$ cat src/rtl/wrsc_regs.svh
// register offsets, field positions, reset values and timing counts of the watchdog/reset block
`ifndef WRSC_REGS_SVH
`define WRSC_REGS_SVH
`define WRSC_ADDR_OPTION 4'h0
`define WRSC_ADDR_STATUS 4'h4
`define WRSC_ADDR_CTRL 4'h8
`define WRSC_ADDR_CFG 4'hC
`define WRSC_OPTION_RST 8'h3F
`define WRSC_PSA_BIT 3
`define WRSC_STAT_EXP_BIT 4
`define WRSC_STAT_PD_BIT 3
`define WRSC_STAT_SLEEP_BIT 0
`define WRSC_STAT_CORE_RST_BIT 1
`define WRSC_STAT_OSC_BIT 2
`define WRSC_CTRL_KICK_BIT 0
`define WRSC_CTRL_SLEEP_BIT 1
`define WRSC_CFG_FUSE_BIT 0
`define WRSC_CFG_PROT_BIT 1
`define WRSC_CFG_RST 2'h1
`define WRSC_PERIOD_US 18000
`define WRSC_CLK_NS 100
`define WRSC_RESP_OKAY 2'h0
`define WRSC_RESP_SLVERR 2'h2
`endif

$ cat src/rtl/wrsc_pkg.sv
// types of the watchdog/reset block
package wrsc_pkg;
  typedef enum logic [1:0] {
    WRSC_RUN = 2'b00,
    WRSC_SLEEP = 2'b01,
    WRSC_EXTEND = 2'b10
  } wrsc_state_t;
endpackage : wrsc_pkg

$ cat src/rtl/wrsc_top.sv
// reset extension timer, watchdog counter, sleep control and reset-cause flags
`timescale 1ns/10ps
`include "wrsc_regs.svh"

// Functional notes
// RULE1 - reset extension lasts nominally 18 ms, timed independently of the core clock
// RULE2 - core held in reset while the extension timer runs
// RULE3 - extension starts when master clear goes high
// RULE4 - watchdog expiry also starts the extension timer
// RULE5 - watchdog keeps counting while main oscillator is stopped in sleep
// RULE6 - watchdog expiry resets the device when running and wakes it from sleep
// RULE7 - watchdog reset clears the active-low expiry flag
// RULE8 - watchdog fuse at zero disables the watchdog entirely
// RULE9 - watchdog period 18 ms, prescaler lengthens it up to 1:128
// RULE10 - kick clears watchdog counter and assigned prescaler
// RULE11 - sleep clears watchdog counter and assigned prescaler
// RULE12 - flag pair encodes the last reset cause
// RULE13 - master clear pulse leaves both flags unchanged
// RULE14 - only power-up, expiry, sleep and kick alter the flags
// RULE15 - expiry and sleep act whatever the flags hold
// RULE16 - sleep stops main oscillator; port states are kept
// RULE17 - watchdog reset stays internal, never drives master clear
// RULE18 - only master clear or enabled expiry exits sleep, both fully reset
// RULE19 - watchdog counter cleared on every wake from sleep
// RULE20 - program memory readable while code protection unprogrammed
// RULE21 - wake from sleep restarts from reset state
// RULE22 - prescaler assign bit routes prescaler, rate field selects ratio
module wrsc_top
  import wrsc_pkg::*;
#(
  parameter int PERIOD_CYCLES = (`WRSC_PERIOD_US * 1000) / `WRSC_CLK_NS
)
(
  input wire logic clk_sys,
  input wire logic arst_n,
  input wire logic master_clear_n,
  input wire logic kick_instruction,
  input wire logic sleep_instruction,
  output logic core_reset,
  output logic main_osc_enable,
  output logic expiry_flag_n,
  output logic power_down_flag_n,
  output logic verify_read_enable,
  input wire logic [3:0] s_axi_awaddr,
  input wire logic s_axi_awvalid,
  output logic s_axi_awready,
  input wire logic [31:0] s_axi_wdata,
  input wire logic [3:0] s_axi_wstrb,
  input wire logic s_axi_wvalid,
  output logic s_axi_wready,
  output logic [1:0] s_axi_bresp,
  output logic s_axi_bvalid,
  input wire logic s_axi_bready,
  input wire logic [3:0] s_axi_araddr,
  input wire logic s_axi_arvalid,
  output logic s_axi_arready,
  output logic [31:0] s_axi_rdata,
  output logic [1:0] s_axi_rresp,
  output logic s_axi_rvalid,
  input wire logic s_axi_rready
);

  // ***************************************************************
  // pin synchroniser
  // ***************************************************************
  logic master_clear_n_meta;
  logic master_clear_n_sync;

  always_ff @(posedge clk_sys or negedge arst_n)
  begin
    if (!arst_n)
    begin
      master_clear_n_meta <= 1'b0;
      master_clear_n_sync <= 1'b0;
    end
    else
    begin
      master_clear_n_meta <= master_clear_n;
      master_clear_n_sync <= master_clear_n_meta;
    end
  end

  // ***************************************************************
  // register bus
  // ***************************************************************
  logic [7:0] option_reg;
  logic [1:0] cfg_reg;
  logic [3:0] aw_addr;
  logic aw_held;
  logic [31:0] w_data;
  logic [3:0] w_strb;
  logic w_held;
  wrsc_state_t state;
  logic [31:0] wd_count;
  logic [6:0] pre_count;

  wire aw_take = s_axi_awvalid && s_axi_awready;
  wire w_take = s_axi_wvalid && s_axi_wready;
  wire [3:0] wr_addr = aw_take ? s_axi_awaddr : aw_addr;
  wire [31:0] wr_data = w_take ? s_axi_wdata : w_data;
  wire [3:0] wr_strb = w_take ? s_axi_wstrb : w_strb;
  wire wr_fire = (aw_held || aw_take) && (w_held || w_take) && !s_axi_bvalid;
  wire wr_option = wr_fire && wr_addr == `WRSC_ADDR_OPTION && wr_strb[0];
  wire wr_ctrl = wr_fire && wr_addr == `WRSC_ADDR_CTRL && wr_strb[0];
  wire wr_cfg = wr_fire && wr_addr == `WRSC_ADDR_CFG && wr_strb[0];
  wire wr_known = wr_addr == `WRSC_ADDR_OPTION || wr_addr == `WRSC_ADDR_CTRL || wr_addr == `WRSC_ADDR_CFG;
  wire rd_take = s_axi_arvalid && s_axi_arready;
  wire [31:0] status_word = {27'h0, expiry_flag_n, power_down_flag_n, main_osc_enable, core_reset,
                             state == WRSC_SLEEP};
  wire rd_known = s_axi_araddr == `WRSC_ADDR_STATUS || s_axi_araddr == `WRSC_ADDR_CFG;
  wire [31:0] rd_word = s_axi_araddr == `WRSC_ADDR_STATUS ? status_word :
                        s_axi_araddr == `WRSC_ADDR_CFG ? {30'h0, cfg_reg} : 32'h0;

  // ***************************************************************
  // watchdog counter and prescaler
  // ***************************************************************
  function automatic logic [6:0] wrsc_ratio_mask(input logic [2:0] rate);
    wrsc_ratio_mask = 7'((8'h01 << rate) - 8'h01);
  endfunction : wrsc_ratio_mask

  wire fuse_on = cfg_reg[`WRSC_CFG_FUSE_BIT];
  wire pre_to_wd = option_reg[`WRSC_PSA_BIT];
  wire [6:0] pre_mask = pre_to_wd ? wrsc_ratio_mask(option_reg[2:0]) : 7'h00;
  wire kick = (kick_instruction || (wr_ctrl && wr_data[`WRSC_CTRL_KICK_BIT])) && state == WRSC_RUN;
  wire go_sleep = (sleep_instruction || (wr_ctrl && wr_data[`WRSC_CTRL_SLEEP_BIT])) && state == WRSC_RUN;
  wire wd_tick = (pre_count & pre_mask) == pre_mask;
  wire wd_expire = fuse_on && wd_tick && wd_count == 32'(PERIOD_CYCLES - 1); // [RULE8] [RULE15]
  wire master_clear_n_low = !master_clear_n_sync;
  wire wake = state == WRSC_SLEEP && (master_clear_n_low || wd_expire); // [RULE18]
  wire wd_clear = kick || go_sleep || wake || state == WRSC_EXTEND || master_clear_n_low || !fuse_on; // [RULE10] [RULE11] [RULE19]
  wire [31:0] next_wd_count = wd_clear || wd_expire ? 32'h0 : wd_tick ? wd_count + 32'h1 : wd_count;
  wire [6:0] next_pre_count = wd_clear || wd_tick ? 7'h00 : pre_count + 7'h01; // [RULE22] [RULE9]

  // ***************************************************************
  // reset extension timer
  // ***************************************************************
  logic [31:0] ext_count;
  wire ext_done = ext_count == 32'(PERIOD_CYCLES - 1); // [RULE1]
  wrsc_state_t next_state;

  always_comb
  begin
    next_state = state;
    unique case (state)
      WRSC_RUN:
        if (master_clear_n_low || wd_expire)
          next_state = WRSC_EXTEND; // [RULE4] [RULE6]
        else if (go_sleep)
          next_state = WRSC_SLEEP;
      WRSC_SLEEP:
        if (wake)
          next_state = WRSC_EXTEND; // [RULE21]
      WRSC_EXTEND:
        if (master_clear_n_sync && ext_done)
          next_state = WRSC_RUN; // [RULE3]
      default:
        next_state = WRSC_EXTEND;
    endcase
  end

  always_ff @(posedge clk_sys or negedge arst_n)
  begin
    if (!arst_n)
    begin
      state <= WRSC_EXTEND;
      ext_count <= 32'h0;
      wd_count <= 32'h0;
      pre_count <= 7'h00;
    end
    else
    begin
      state <= next_state;
      ext_count <= (state != WRSC_EXTEND || master_clear_n_low || ext_done) ? 32'h0 : ext_count + 32'h1; // [RULE3]
      wd_count <= next_wd_count; // [RULE5]
      pre_count <= next_pre_count;
    end
  end

  // ***************************************************************
  // outputs and reset-cause flags
  // ***************************************************************
  always_ff @(posedge clk_sys or negedge arst_n)
  begin
    if (!arst_n)
    begin
      core_reset <= 1'b1;
      main_osc_enable <= 1'b1;
      expiry_flag_n <= 1'b1; // [RULE12]
      power_down_flag_n <= 1'b1;
      verify_read_enable <= 1'b1;
    end
    else
    begin
      core_reset <= next_state == WRSC_EXTEND; // [RULE2] [RULE17]
      main_osc_enable <= next_state != WRSC_SLEEP; // [RULE16]
      verify_read_enable <= !cfg_reg[`WRSC_CFG_PROT_BIT]; // [RULE20]
      if (wd_expire)
        expiry_flag_n <= 1'b0; // [RULE7] [RULE14]
      else if (kick || go_sleep)
        expiry_flag_n <= 1'b1;
      if (go_sleep)
        power_down_flag_n <= 1'b0; // [RULE14]
      else if (kick)
        power_down_flag_n <= 1'b1; // [RULE13]
    end
  end

  always_ff @(posedge clk_sys or negedge arst_n)
  begin
    if (!arst_n)
    begin
      option_reg <= `WRSC_OPTION_RST;
      cfg_reg <= `WRSC_CFG_RST;
      aw_addr <= 4'h0;
      aw_held <= 1'b0;
      w_data <= 32'h0;
      w_strb <= 4'h0;
      w_held <= 1'b0;
      s_axi_awready <= 1'b1;
      s_axi_wready <= 1'b1;
      s_axi_bvalid <= 1'b0;
      s_axi_bresp <= `WRSC_RESP_OKAY;
      s_axi_arready <= 1'b1;
      s_axi_rvalid <= 1'b0;
      s_axi_rdata <= 32'h0;
      s_axi_rresp <= `WRSC_RESP_OKAY;
    end
    else
    begin
      if (core_reset && state == WRSC_EXTEND && ext_count == 32'h0)
        option_reg <= `WRSC_OPTION_RST;
      else if (wr_option)
        option_reg <= wr_data[7:0];
      if (wr_cfg)
        cfg_reg <= wr_data[1:0];
      if (aw_take)
        aw_addr <= s_axi_awaddr;
      if (w_take)
      begin
        w_data <= s_axi_wdata;
        w_strb <= s_axi_wstrb;
      end
      aw_held <= (aw_held || aw_take) && !wr_fire;
      w_held <= (w_held || w_take) && !wr_fire;
      s_axi_awready <= !(aw_held || aw_take) || wr_fire;
      s_axi_wready <= !(w_held || w_take) || wr_fire;
      if (wr_fire)
      begin
        s_axi_bvalid <= 1'b1;
        s_axi_bresp <= wr_known ? `WRSC_RESP_OKAY : `WRSC_RESP_SLVERR;
      end
      else if (s_axi_bready)
        s_axi_bvalid <= 1'b0;
      if (rd_take)
      begin
        s_axi_rvalid <= 1'b1;
        s_axi_rdata <= rd_word;
        s_axi_rresp <= rd_known ? `WRSC_RESP_OKAY : `WRSC_RESP_SLVERR;
        s_axi_arready <= 1'b0;
      end
      else if (s_axi_rvalid && s_axi_rready)
      begin
        s_axi_rvalid <= 1'b0;
        s_axi_arready <= 1'b1;
      end
    end
  end

  // ***************************************************************
  // checks
  // ***************************************************************
  chk_core_held_ext: assert property (@(posedge clk_sys) disable iff (!arst_n) // [RULE2]
    state == WRSC_EXTEND |-> core_reset)
    else $error("core not held in reset during extension");
  chk_expiry_clears_flag: assert property (@(posedge clk_sys) disable iff (!arst_n) // [RULE7]
    wd_expire |=> !expiry_flag_n && core_reset)
    else $error("expiry did not clear flag or reset core");
  chk_fuse_off_quiet: assert property (@(posedge clk_sys) disable iff (!arst_n) // [RULE8]
    !fuse_on |-> !wd_expire)
    else $error("watchdog expired while disabled");
  chk_kick_clears_wd: assert property (@(posedge clk_sys) disable iff (!arst_n) // [RULE10]
    kick && !wd_expire |=> wd_count == 32'h0 && pre_count == 7'h00 && expiry_flag_n && power_down_flag_n)
    else $error("kick did not clear watchdog or set flags");
  chk_sleep_flags: assert property (@(posedge clk_sys) disable iff (!arst_n) // [RULE14]
    go_sleep && !wd_expire && !master_clear_n_low |=>
    expiry_flag_n && !power_down_flag_n && !main_osc_enable && wd_count == 32'h0)
    else $error("sleep entry wrong");
  chk_master_clear_n_keeps_flags: assert property (@(posedge clk_sys) disable iff (!arst_n) // [RULE13]
    master_clear_n_low && !kick && !go_sleep && !wd_expire |=> $stable(expiry_flag_n) && $stable(power_down_flag_n))
    else $error("master clear changed flags");
  chk_wake_resets: assert property (@(posedge clk_sys) disable iff (!arst_n) // [RULE18]
    wake |=> core_reset && main_osc_enable && wd_count == 32'h0)
    else $error("wake did not reset device");
  chk_ext_start: assert property (@(posedge clk_sys) disable iff (!arst_n) // [RULE3]
    state == WRSC_EXTEND && master_clear_n_low |=> state == WRSC_EXTEND && ext_count == 32'h0)
    else $error("extension ran while master clear low");

  // ***************************************************************
  // timer, sleep, flag, protection, option and bus checks
  // ***************************************************************
  chk_ext_full_length: assert property (@(posedge clk_sys) disable iff (!arst_n) // [RULE1]
    $fell(core_reset) |-> $past(ext_count) == 32'(PERIOD_CYCLES - 1))
    else $error("extension ended early or late");
  chk_core_free_run: assert property (@(posedge clk_sys) disable iff (!arst_n) // [RULE2]
    state == WRSC_RUN |-> !core_reset)
    else $error("core held in reset while running");
  chk_master_clear_n_enters_ext: assert property (@(posedge clk_sys) disable iff (!arst_n) // [RULE18]
    master_clear_n_low && state != WRSC_EXTEND |=> core_reset && state == WRSC_EXTEND)
    else $error("master clear did not reset device");
  chk_expiry_starts_ext: assert property (@(posedge clk_sys) disable iff (!arst_n) // [RULE4]
    wd_expire |=> state == WRSC_EXTEND && ext_count == 32'h0)
    else $error("expiry did not restart extension");
  chk_wd_counts_sleep: assert property (@(posedge clk_sys) disable iff (!arst_n) // [RULE5]
    state == WRSC_SLEEP && fuse_on && wd_tick && !wd_expire && !master_clear_n_low |=>
    wd_count == $past(wd_count) + 32'h1)
    else $error("watchdog stalled in sleep");
  chk_osc_off_sleep: assert property (@(posedge clk_sys) disable iff (!arst_n) // [RULE16]
    state == WRSC_SLEEP |-> !main_osc_enable && !core_reset)
    else $error("oscillator running while asleep");
  chk_sleep_exit_only: assert property (@(posedge clk_sys) disable iff (!arst_n) // [RULE18]
    state == WRSC_SLEEP && !master_clear_n_low && !wd_expire |=> state == WRSC_SLEEP)
    else $error("sleep left without wake event");
  chk_wd_clear_ext: assert property (@(posedge clk_sys) disable iff (!arst_n) // [RULE19]
    state == WRSC_EXTEND |-> wd_count == 32'h0 && pre_count == 7'h00)
    else $error("watchdog not clear during extension");
  chk_flags_only_events: assert property (@(posedge clk_sys) disable iff (!arst_n) // [RULE14]
    !wd_expire && !kick && !go_sleep |=> $stable(expiry_flag_n) && $stable(power_down_flag_n))
    else $error("flags changed without event");
  chk_prot_blocks_read: assert property (@(posedge clk_sys) disable iff (!arst_n) // [RULE20]
    cfg_reg[`WRSC_CFG_PROT_BIT] |=> !verify_read_enable)
    else $error("readout allowed while protected");
  chk_option_default: assert property (@(posedge clk_sys) disable iff (!arst_n) // [RULE22]
    state == WRSC_EXTEND && ext_count == 32'h1 |-> option_reg == `WRSC_OPTION_RST)
    else $error("option not restored on reset");
  chk_bresp_holds: assert property (@(posedge clk_sys) disable iff (!arst_n)
    s_axi_bvalid && !s_axi_bready |=> s_axi_bvalid && $stable(s_axi_bresp))
    else $error("write response dropped early");
  chk_rdata_holds: assert property (@(posedge clk_sys) disable iff (!arst_n)
    s_axi_rvalid && !s_axi_rready |=> s_axi_rvalid && $stable(s_axi_rdata) && $stable(s_axi_rresp))
    else $error("read data dropped early");
  chk_one_read: assert property (@(posedge clk_sys) disable iff (!arst_n)
    s_axi_rvalid |-> !s_axi_arready)
    else $error("read accepted while answer pending");

endmodule : wrsc_top

$ cat config.mk
export PLATFORM = sky130hd
export DESIGN_NAME = wrsc_top
export DESIGN_NICKNAME = d
export VERILOG_FILES = /design/src/rtl/wrsc_pkg.sv /design/src/rtl/wrsc_top.sv
export VERILOG_INCLUDE_DIRS = /design/src /design/src/rtl
export SDC_FILE = /design/constraint.sdc
export NUM_CORES = 1
export LEC_CHECK = 0
export BUFFER_PORTS_ARGS = -buffer_cell sky130_fd_sc_hd__buf_2
export CAP_MARGIN = 10
export CORE_AREA = 2 2 111 113
export CTS_BUF_LIST = sky130_fd_sc_hd__clkbuf_16
export CTS_CLUSTER_SIZE = 16
export DETAILED_ROUTE_END_ITERATION = 6
export DIE_AREA = 0 0 113 115
export GPL_TIMING_DRIVEN = 0
export PLACE_DENSITY = 0.75
export SKIP_LAST_GASP = 1
export SYNTH_ARGS = -nofsm -noshare
export SYNTH_HDL_FRONTEND = slang
export SYNTH_SLANG_ARGS = --single-unit
$ cat constraint.sdc
create_clock -name clk_sys -period 2.39 [get_ports clk_sys]
set_input_delay 0.3585 -clock clk_sys [delete_from_list [all_inputs] [get_ports clk_sys]]
set_output_delay 0.3585 -clock clk_sys [all_outputs]
set_load 0.01 [all_outputs]
==> results.md, run 1 <==
* Status: finished, violations left
* Violated checks: DRC
* Unrepaired setup endpoints after global routing: true
* Die width at 113 um
* Post-synthesis simple-gate area fraction at 25.72%
* # H-tree levels at 3
* Most used DFF post-synth: dfrtp_1
* CTS tree: yes
* Yosys top cell area share at 40.46%
* Cts bufs inserted at 9
* Ys Warns at 0
* Global-route wire length before repair at 21.39 mm
* Worst vdd ir at 0.3841 mV
* Post-synthesis adder-cell area fraction at 0.8518%
* Most common cell in the netlist: dfrtp_1
* GPL Wtd Cong at 0.8658
* FMAX at 421.8 MHz
* CP Max Fanout at 10
* DRC Markers at 9
* Largest regs: ext_count x32, wd_count x32, pre_count x7
* Row cnt at 40
* Clk_lat worst skew at 0.35 ns
* Initial core utilization at 49.75%
* Hold Buf Count CTS at 0
* Post-Syn Area at 5876 um2
* PwrDens at 617.1 nW/um2
* Hold WS at 0.06005 ns
* Hold Crit Class: in -> async
* Required time of the critical path at 2.66 ns
* Pin count of the biggest net entering global routing at 57
* Antenna Cells at 0
* Wire per inst at 15.39 um
* Global Route Usage Sum at 20.36%
* Fin. max-slew vios at 0
* Mapped Cells at 599
* Leak at 2.886 nW
* Compound-Gate Fraction of Synth Area at 6.687%
* Xor/xnor share of the synthesized area at 6.559%
* Post-synthesis sequential area ratio at 46.72%
* I/O pins at 100
* Worst path buffer plus inverter count at 2
* Final WS setup at 0.01910 ns
* Synth top cells by count: dfrtp_1 (95), nor2_1 (66), nand3_1 (49)
* R2R setup slack at 0.02 ns
* Yosys cell types at 62
* Worst Setup End Kind: register
* Chip Height at 115 um
* R2R Path Start: s_axi_awready
* Startpoint types: register
* Vias in the first global route at 4462
* Critical Path Slowest Stage Cell: dfstp_2
* Avg Cell Area, Syn at 9.809 um2
* Max-Cap Viols at 0
* Sum of negative setup slack at 0 ns
* Clk buf depth at 2
* Area contributors post-synth: dfrtp_1 (40%), dfstp_2 (6.3%), mux2i_1 (4.9%), nor2_1 (4.2%), nand3_1 (4.2%)
* Crit path cell chain: a21oi_1 -> or3_4 -> a2111oi_4 -> buf_4 -> a31oi_4 -> buf_6 -> a211oi_2 -> mux2i_1
* Async S/R FF share, synth at 100.0%
* Mux share of post-synthesis cell area at 6.665%
* Nets at 742
* Area growth syn-to-layout at 16.06%
* Root Buffer: clkbuf_16
* CP max stage delay at 0.56 ns
* Initial antenna violation count at 0
* Final ANT Viol Nets at 0
* DR vias at 4652
* Drt initial violations at 350
* Final Skew at 0.007703 ns
* Met3 routed wirelength at 660 um
* Final setup violation count at 0
* Met2 WL at 6.372 mm
* Main combinational cell family by area after synthesis: simple AND/OR/NAND/NOR gates
* Final min period at 2.371 ns
* Critical setup path kind: reg -> reg
* Final core occ at 57.73%
* Worst reg-to-reg path cell count at 8
* Period utilization at 99.20%
* Post-synth EDFFs at 0
* GR Overflow Total at 0
* Yosys reg bits at 109
* Routed Wire Length at 12.86 mm
* CP top delay family: compound AO/OA/AOI/OAI gates
* M1 wire length at 5.584 mm
* DPL Wire Length at 8.983 mm
* Crit Reg-Reg Endpoint: wd_count[12]
* Relative max-transition margin at 52.19%
* CP Data Arrival Time at 2.64 ns
* Core area at 11810 um2
* Clk slew on worst S/H paths at 0.07 ns
* Hold Vio Cnt, Final at 0
* Worst slew pin tran at 0.7171 ns
* Vias per cell at 5.565
* Highest Signal Layer: met4
* Share of layout cells above drive strength 1 at 24.09%
* PortBufs at 39
* Clk sinks at 109
* Die ar. at 13000 um2
* First-pass iteration count of the detailed router at 7
* Area leader, netlist: dfrtp_1
* Pre-CTS WS at -0.1891 ns
per-layer routing:
layer	up-vias	GRT usage, %
met5	-	0
met4	0	6.585
met3	18	4.850
met2	137	34.49
met1	2274	25.99
li1	2223	-
worst max-delay path by stage:
stage,startpoint,cells past startpoint,slack [ns],endpoint
global placement,arst_n,1,-0.26,ext_count[24]
detailed placement,s_axi_awready,7,-0.19,wd_count[16]
global route,s_axi_awready,8,-0.09,wd_count[12]
finish,s_axi_awready,8,0.02,wd_count[12]
floorplan,s_axi_awready,7,0.1,wd_count[12]
CTS,s_axi_awready,8,0.02,wd_count[12]
timing repair:
action	CTS	global route
buffers inserted	5	1
pin swaps	3	1
endpoints found under the setup margin	72	62
gates resized for setup	13	30
logic make-up (layout without fill, tap and decap cells):
| kind of cell | count (synthesis) | count (layout) |
|---|---|---|
| other cells | 1 | 29 |
| fa+ha+maj | 4 | 4 |
| xor+xnor | 44 | 44 |
| simple gates | 281 | 281 |
| buf+inv | 66 | 128 |
| flops | 109 | 109 |
| mux | 38 | 38 |
| compound gates | 56 | 56 |
per-stage QoR:
stage	cell area [um2]	std cells	power, mW
after global placement	6360	813	2.809
after detailed placement	6390	814	2.845
after global routing	6819	836	4.403
final	6819	836	4.208
after CTS	6744	835	4.230
after floorplan	5981	627	2.608
where the power goes:
part / switching, mW / total (mW) / internal, mW
Sequential: 0.117 / 2.17 / 2.06
Clock: 0.653 / 1.34 / 0.691
Combinational: 0.388 / 0.691 / 0.303
layout make-up:
type	instances	area (um2)
fill	1012	4992
multi-input combinational	452	2934
sequential	109	2745
buffer	51	372.9
timing repair buffer	46	267.8
clock buffer	9	225.2
tap	147	183.9
inverter	15	56.30
clock inverter	7	33.78
layout by cell type (no fill, tap or decap), drive strengths merged, types with 5 or more instances in the layout:
| cell type | n |
|---|---|
| nand3 | 52 |
| dfrtp | 95 |
| nor4 | 17 |
| mux2 | 9 |
| nand3b | 22 |
| nand4 | 23 |
| buf | 87 |
| nor3 | 14 |
| xor2 | 21 |
| inv | 16 |
| and4 | 6 |
| conb | 29 |
| o21ai | 10 |
| nand2 | 49 |
| mux2i | 29 |
| xnor2 | 23 |
| a21oi | 25 |
| nor2 | 66 |
| and3 | 10 |
| clkbuf | 19 |
| dfstp | 14 |
| clkinv | 5 |
Power figures use the tool's default switching activity.
==> inputs of run 2 (changes only) <==
PLACE_DENSITY = 0.82   (was 0.75)
==> results.md, run 2 (synthesis results as in run 1) <==
* CP Max Fanout at 8
* Status: finished, violations left
* Area growth syn-to-layout at 18.53%
* Final ANT Viol Nets at 0
* Violated checks: DRC, setup timing
* Critical setup path kind: reg -> reg
* Relative max-transition margin at 56.12%
* CP max stage delay at 0.55 ns
* Hold Vio Cnt, Final at 0
* Commonest non-fill, non-tap cells in the layout: dfrtp_1 (95), nor2_1 (66), nand3_1 (49)
* Switching Share at 27.33%
* Hold Crit Class: in -> async
* CP Data Arrival Time at 2.64 ns
* Fillers at 959
* Clk sinks at 109
* Wire per inst at 16.17 um
* Final WS setup at -0.007527 ns
* Worst setup startpoint: wd_count[28]
* Unrepaired setup endpoints after global routing: true
* Die width at 113 um
* DPL Wire Length at 9.181 mm
* Crit Reg-Reg Endpoint: wd_count[28]
* Worst reg-to-reg path cell count at 7
* Clk buf depth at 2
* Root Buffer: clkbuf_16
* Hold WS at 0.02981 ns
* Most common cell after layout, fill and taps aside: dfrtp_1
* Pin count of the biggest net entering global routing at 61
* Final core occ at 58.96%
* Final Skew at 0.007017 ns
* # H-tree levels at 3
* Final setup violation count at 1
* Initial core utilization at 49.75%
* Worst path buffer plus inverter count at 1
* Worst vdd ir at 0.3200 mV
* Worst Setup End Kind: register
* Leak at 2.964 nW
* Nets at 747
* Max-Cap Viols at 0
* Fin. max-slew vios at 0
* Combinational power share at 15.9%
* Share of layout cells above drive strength 1 at 24.93%
* Drt initial violations at 327
* Die ar. at 13000 um2
* DRC Markers at 5
* Routed Wire Length at 13.60 mm
* Final Cell Area at 6964 um2
* Worst path depth at 7
* Chip Height at 115 um
* DP Area at 6390 um2
* FMAX at 417.1 MHz
* Critical Path Slowest Stage Cell: or4_4
* Sw Pwr at 1.242 mW
* Global Route Usage Sum at 20.93%
* CTS tree: yes
* First-pass iteration count of the detailed router at 7
* Core area at 11810 um2
* Seq pwr share at 48.0%
* Vias per cell at 5.684
* PortBufs at 39
* Post-Place Cells at 814
* Clock network fraction of design power at 36.1%
* GR Overflow Total at 0
* Global-route wire length before repair at 22.06 mm
* Clk slew on worst S/H paths at 0.07 ns
* Antenna Cells at 0
* Row cnt at 40
* I/O pins at 100
* R2R setup slack at -0.008 ns
* P_int at 3.303 mW
* Final min period at 2.398 ns
* Worst slew pin tran at 0.6582 ns
* Startpoint types: register
* GPL Wtd Cong at 0.8637
* Vias in the first global route at 4615
* Hold Buf Count CTS at 0
* Clk_lat worst skew at 0.36 ns
* PwrDens at 652.7 nW/um2
* Cts bufs inserted at 9
* Crit path to: wd_count[28]
* R2R Path Start: wd_count[28]
* Initial antenna violation count at 0
* DR vias at 4780
* Required time of the critical path at 2.64 ns
* CP top delay family: simple AND/OR/NAND/NOR gates
* Largest regs: ext_count x32, wd_count x32, pre_count x7
* Crit path cell chain: or4_4 -> or3_4 -> nor4_4 -> nand3_4 -> buf_2 -> nand3_1 -> mux2i_1
* Finished Layout Cells at 841
* Period utilization at 100.3%
run 2: layout make-up:
cell class | count | area (um2) | share of cell area [%]
multi-input cells | 453 | 2949 | 42.35
flip-flops and latches | 109 | 2745 | 39.42
plain buffers | 51 | 375.4 | 5.390
repair buffers | 50 | 330.3 | 4.743
clock buffers | 9 | 225.2 | 3.234
well taps | 147 | 183.9 | 2.641
clock inverters | 7 | 98.84 | 1.419
inverters | 15 | 56.30 | 0.8085
run 2: layer usage:
| metal | GRT usage (%) | wire, um |
|---|---|---|
| met1 | 26.89 | 5703 |
| met2 | 35.89 | 6897 |
| met3 | 4.270 | 752 |
| met4 | 6.667 | 245 |
| met5 | 0 | 0 |
run 2: worst min path at each step:
stage                     endpoint  slack (ns)  cells past startpoint
3_5_place_dp   master_clear_n_sync        0.40                      0
6_report               wd_count[9]        0.03                      1
3_3_place_gp   master_clear_n_sync        0.40                      0
4_1_cts                wd_count[9]        0.06                      1
5_1_grt                wd_count[9]        0.09                      1
2_1_floorplan           aw_addr[0]        0.06                      0
run 2: through the flow:
stage	worst slack (ns)	setup TNS [ns]	power, mW
CTS	0.005915	0	4.494
global route	-0.06420	-1.086	4.751
detailed placement	-0.2095	-6.461	2.858
finish	-0.007527	-0.007527	4.546
global placement	-0.2107	-22.94	2.809
floorplan	0.09677	0	2.608
run 2: power groups by stage:
| stage | clock [mW] | sequential [mW] | combinational [mW] |
|---|---|---|---|
| 5_1_grt | 1.75 | 2.20 | 0.800 |
| 4_1_cts | 1.65 | 2.18 | 0.670 |
| 2_1_floorplan | 0 | 2.20 | 0.405 |
| 6_report | 1.64 | 2.18 | 0.722 |
| 3_5_place_dp | 0 | 2.21 | 0.650 |
| 3_3_place_gp | 0 | 2.19 | 0.620 |
run 2: what timing repair did:
| action | 4_1_cts | 5_1_grt |
|---|---|---|
| cloned | 1 | 4 |
| gates resized for setup | 12 | 28 |
| buffers inserted | 2 | 4 |
| setup endpoints to repair | 70 | 54 |
| pin swaps | 2 | 0 |
==> inputs of run 3 (changes only) <==
CORE_AREA = 2 2 109 111   (was 2 2 111 113)
CTS_BUF_LIST = sky130_fd_sc_hd__clkbuf_4   (was sky130_fd_sc_hd__clkbuf_16)
DIE_AREA = 0 0 111 113   (was 0 0 113 115)
PLACE_DENSITY = 0.84   (was 0.82)
==> results.md, run 3 (synthesis results as in run 1) <==
* Status: finished, final reports clean
* Worst Setup End Kind: register
* Routed Wire Length at 13.09 mm
* Antenna Cells at 0
* PwrDens at 560.7 nW/um2
* Fillers at 934
* Register area at 2745 um2
* Vias in the first global route at 4673
* CP Data Arrival Time at 2.79 ns
* FMAX at 421.5 MHz
* Pin count of the biggest net entering global routing at 59
* Hold Crit Class: in -> reg
* HP Start: s_axi_arvalid
* Fin. max-slew vios at 0
* CTS tree: yes
* GPL Wtd Cong at 0.8534
* CP max stage delay at 0.60 ns
* Final setup violation count at 0
* Critical Path Slowest Stage Cell: dfstp_2
* Root Buffer: clkbuf_4
* Clk sinks at 109
* R2R Path Start: s_axi_awready
* Core area at 11270 um2
* Clk slew on worst S/H paths at 0.17 ns
* Worst hold path stage count at 2
* Most common cell after layout, fill and taps aside: dfrtp_1
* Hold Vio Cnt, Final at 0
* Startpoint types: register
* Global Route Usage Sum at 21.06%
* Area occupied by multi-input gates at 2954 um2
* Commonest non-fill, non-tap cells in the layout: dfrtp_1 (95), nor2_1 (66), nand3_1 (49)
* Critical setup path kind: reg -> reg
* Period utilization at 99.27%
* Final ANT Viol Nets at 0
* Finished Layout Cells at 835
* DR vias at 4788
* DPL Wire Length at 8.997 mm
* Hold Path End: s_axi_arready
* Clk buf depth at 2
* Global-route wire length before repair at 21.74 mm
* Worst slew pin tran at 0.6828 ns
* R2R setup slack at 0.02 ns
* Final WS setup at 0.01735 ns
* Relative max-transition margin at 54.48%
* Unrepaired setup endpoints after global routing: true
* Worst vdd ir at 0.4874 mV
* CP Max Fanout at 6
* Leak at 2.842 nW
* Final Skew at 0.01717 ns
* Wire per inst at 15.68 um
* GR Overflow Total at 0
* Die ar. at 12540 um2
* # H-tree levels at 3
* Crit path cell chain: a21oi_1 -> or3_4 -> a2111oi_4 -> buf_4 -> a31oi_4 -> buf_6 -> a211oi_2 -> mux2i_1
* Cts bufs inserted at 9
* Post-Place Cells at 810
* Nets at 745
* Crit Reg-Reg Endpoint: wd_count[12]
* Share of layout cells above drive strength 1 at 24.42%
* Area growth syn-to-layout at 14.25%
* Pre-CTS WS at -0.1967 ns
* Row cnt at 39
* PortBufs at 39
* Clk_lat worst skew at 0.48 ns
* I/O pins at 100
* DRC Markers at 0
* Die width at 111 um
* Required time of the critical path at 2.80 ns
* Chip Height at 113 um
* Final min period at 2.373 ns
* Vias per cell at 5.734
* First-pass iteration count of the detailed router at 5
* Worst reg-to-reg path cell count at 8
* Largest regs: ext_count x32, wd_count x32, pre_count x7
* Initial core utilization at 52.13%
* Drt initial violations at 418
* Initial antenna violation count at 0
* Max-Cap Viols at 0
==> run 3: cell count changes in the layout (fill, tap and decap cells not counted), moves of 3 or more <==
cell	change
clkbuf_4	+8
clkbuf_16	-11
buf_6	+3
buf_8	-3
==> run 3: worst max-delay path by stage <==
stage	from	end	slack, ns	cells after the start
CTS	option_reg[1]	wd_count[1]	0.003	8
finish	s_axi_awready	wd_count[12]	0.02	8
global placement	arst_n	s_axi_bvalid	-0.22	1
floorplan	s_axi_awready	wd_count[12]	0.1	7
detailed placement	s_axi_awready	wd_count[16]	-0.20	7
global route	s_axi_awready	wd_count[12]	-0.11	8
==> run 3: timing repair <==
item | in CTS | in global routing
pin swaps | 3 | 0
gates resized for setup | 14 | 23
buffers inserted | 2 | 3
endpoints found under the setup margin | 69 | 61
cloned | 1 | 1
hold buffers | 2 | 0
hold endpoints to repair | 47 | 0
==> run 3: power by group <==
group	total [mW]	switching, mW	internal (mW)
registers	2.17	0.117	2.05
clock network	0.877	0.648	0.229
logic	0.716	0.403	0.313
==> run 3: metal layers <==
metal / part of all wire [%] / GRT usage, % / wire length [um] / vias up
met5: 0 / 0 / 0 / -
met4: 2.5 / 8.000 / 333 / 0
met3: 5.9 / 3.267 / 769 / 41
met2: 50 / 36.44 / 6490 / 195
met1: 42 / 26.93 / 5497 / 2322
li1: - / - / - / 2230
==> run 3: worst max-delay path: cells and delay by family, from the launching register on <==
kind | cells | cell delay (ns)
multiplexers | 1 | 0.22
buffers and inverters | 2 | 0.37
flip-flops | 1 | 0.60
AND/OR/NAND/NOR | 1 | 0.42
AO/OA/AOI/OAI | 4 | 0.70
==> run 3: layout make-up <==
type	count	area share [%]
sequential	109	40.89
clock buffer	9	1.007
tap	143	2.665
inverter	15	0.8388
clock inverter	7	0.8760
multi-input combinational	453	44.01
buffer	51	5.424
timing repair buffer	48	4.287
==> run 3: stage by stage <==
step / utilization [%] / cell area, um2 / power [mW] / hold slack, ns / setup TNS (ns)
detailed placement: 56.64 / 6385 / 2.851 / 0.3982 / -4.979
CTS: 58.65 / 6611 / 3.755 / 0.01071 / 0
finish: 59.55 / 6713 / 3.764 / 0.01433 / 0
floorplan: - / 5981 / 2.608 / 0.06291 / 0
global route: 59.55 / 6713 / 3.951 / 0.005509 / -0.5708
global placement: 56.38 / 6355 / 2.804 / 0.3936 / -23.28
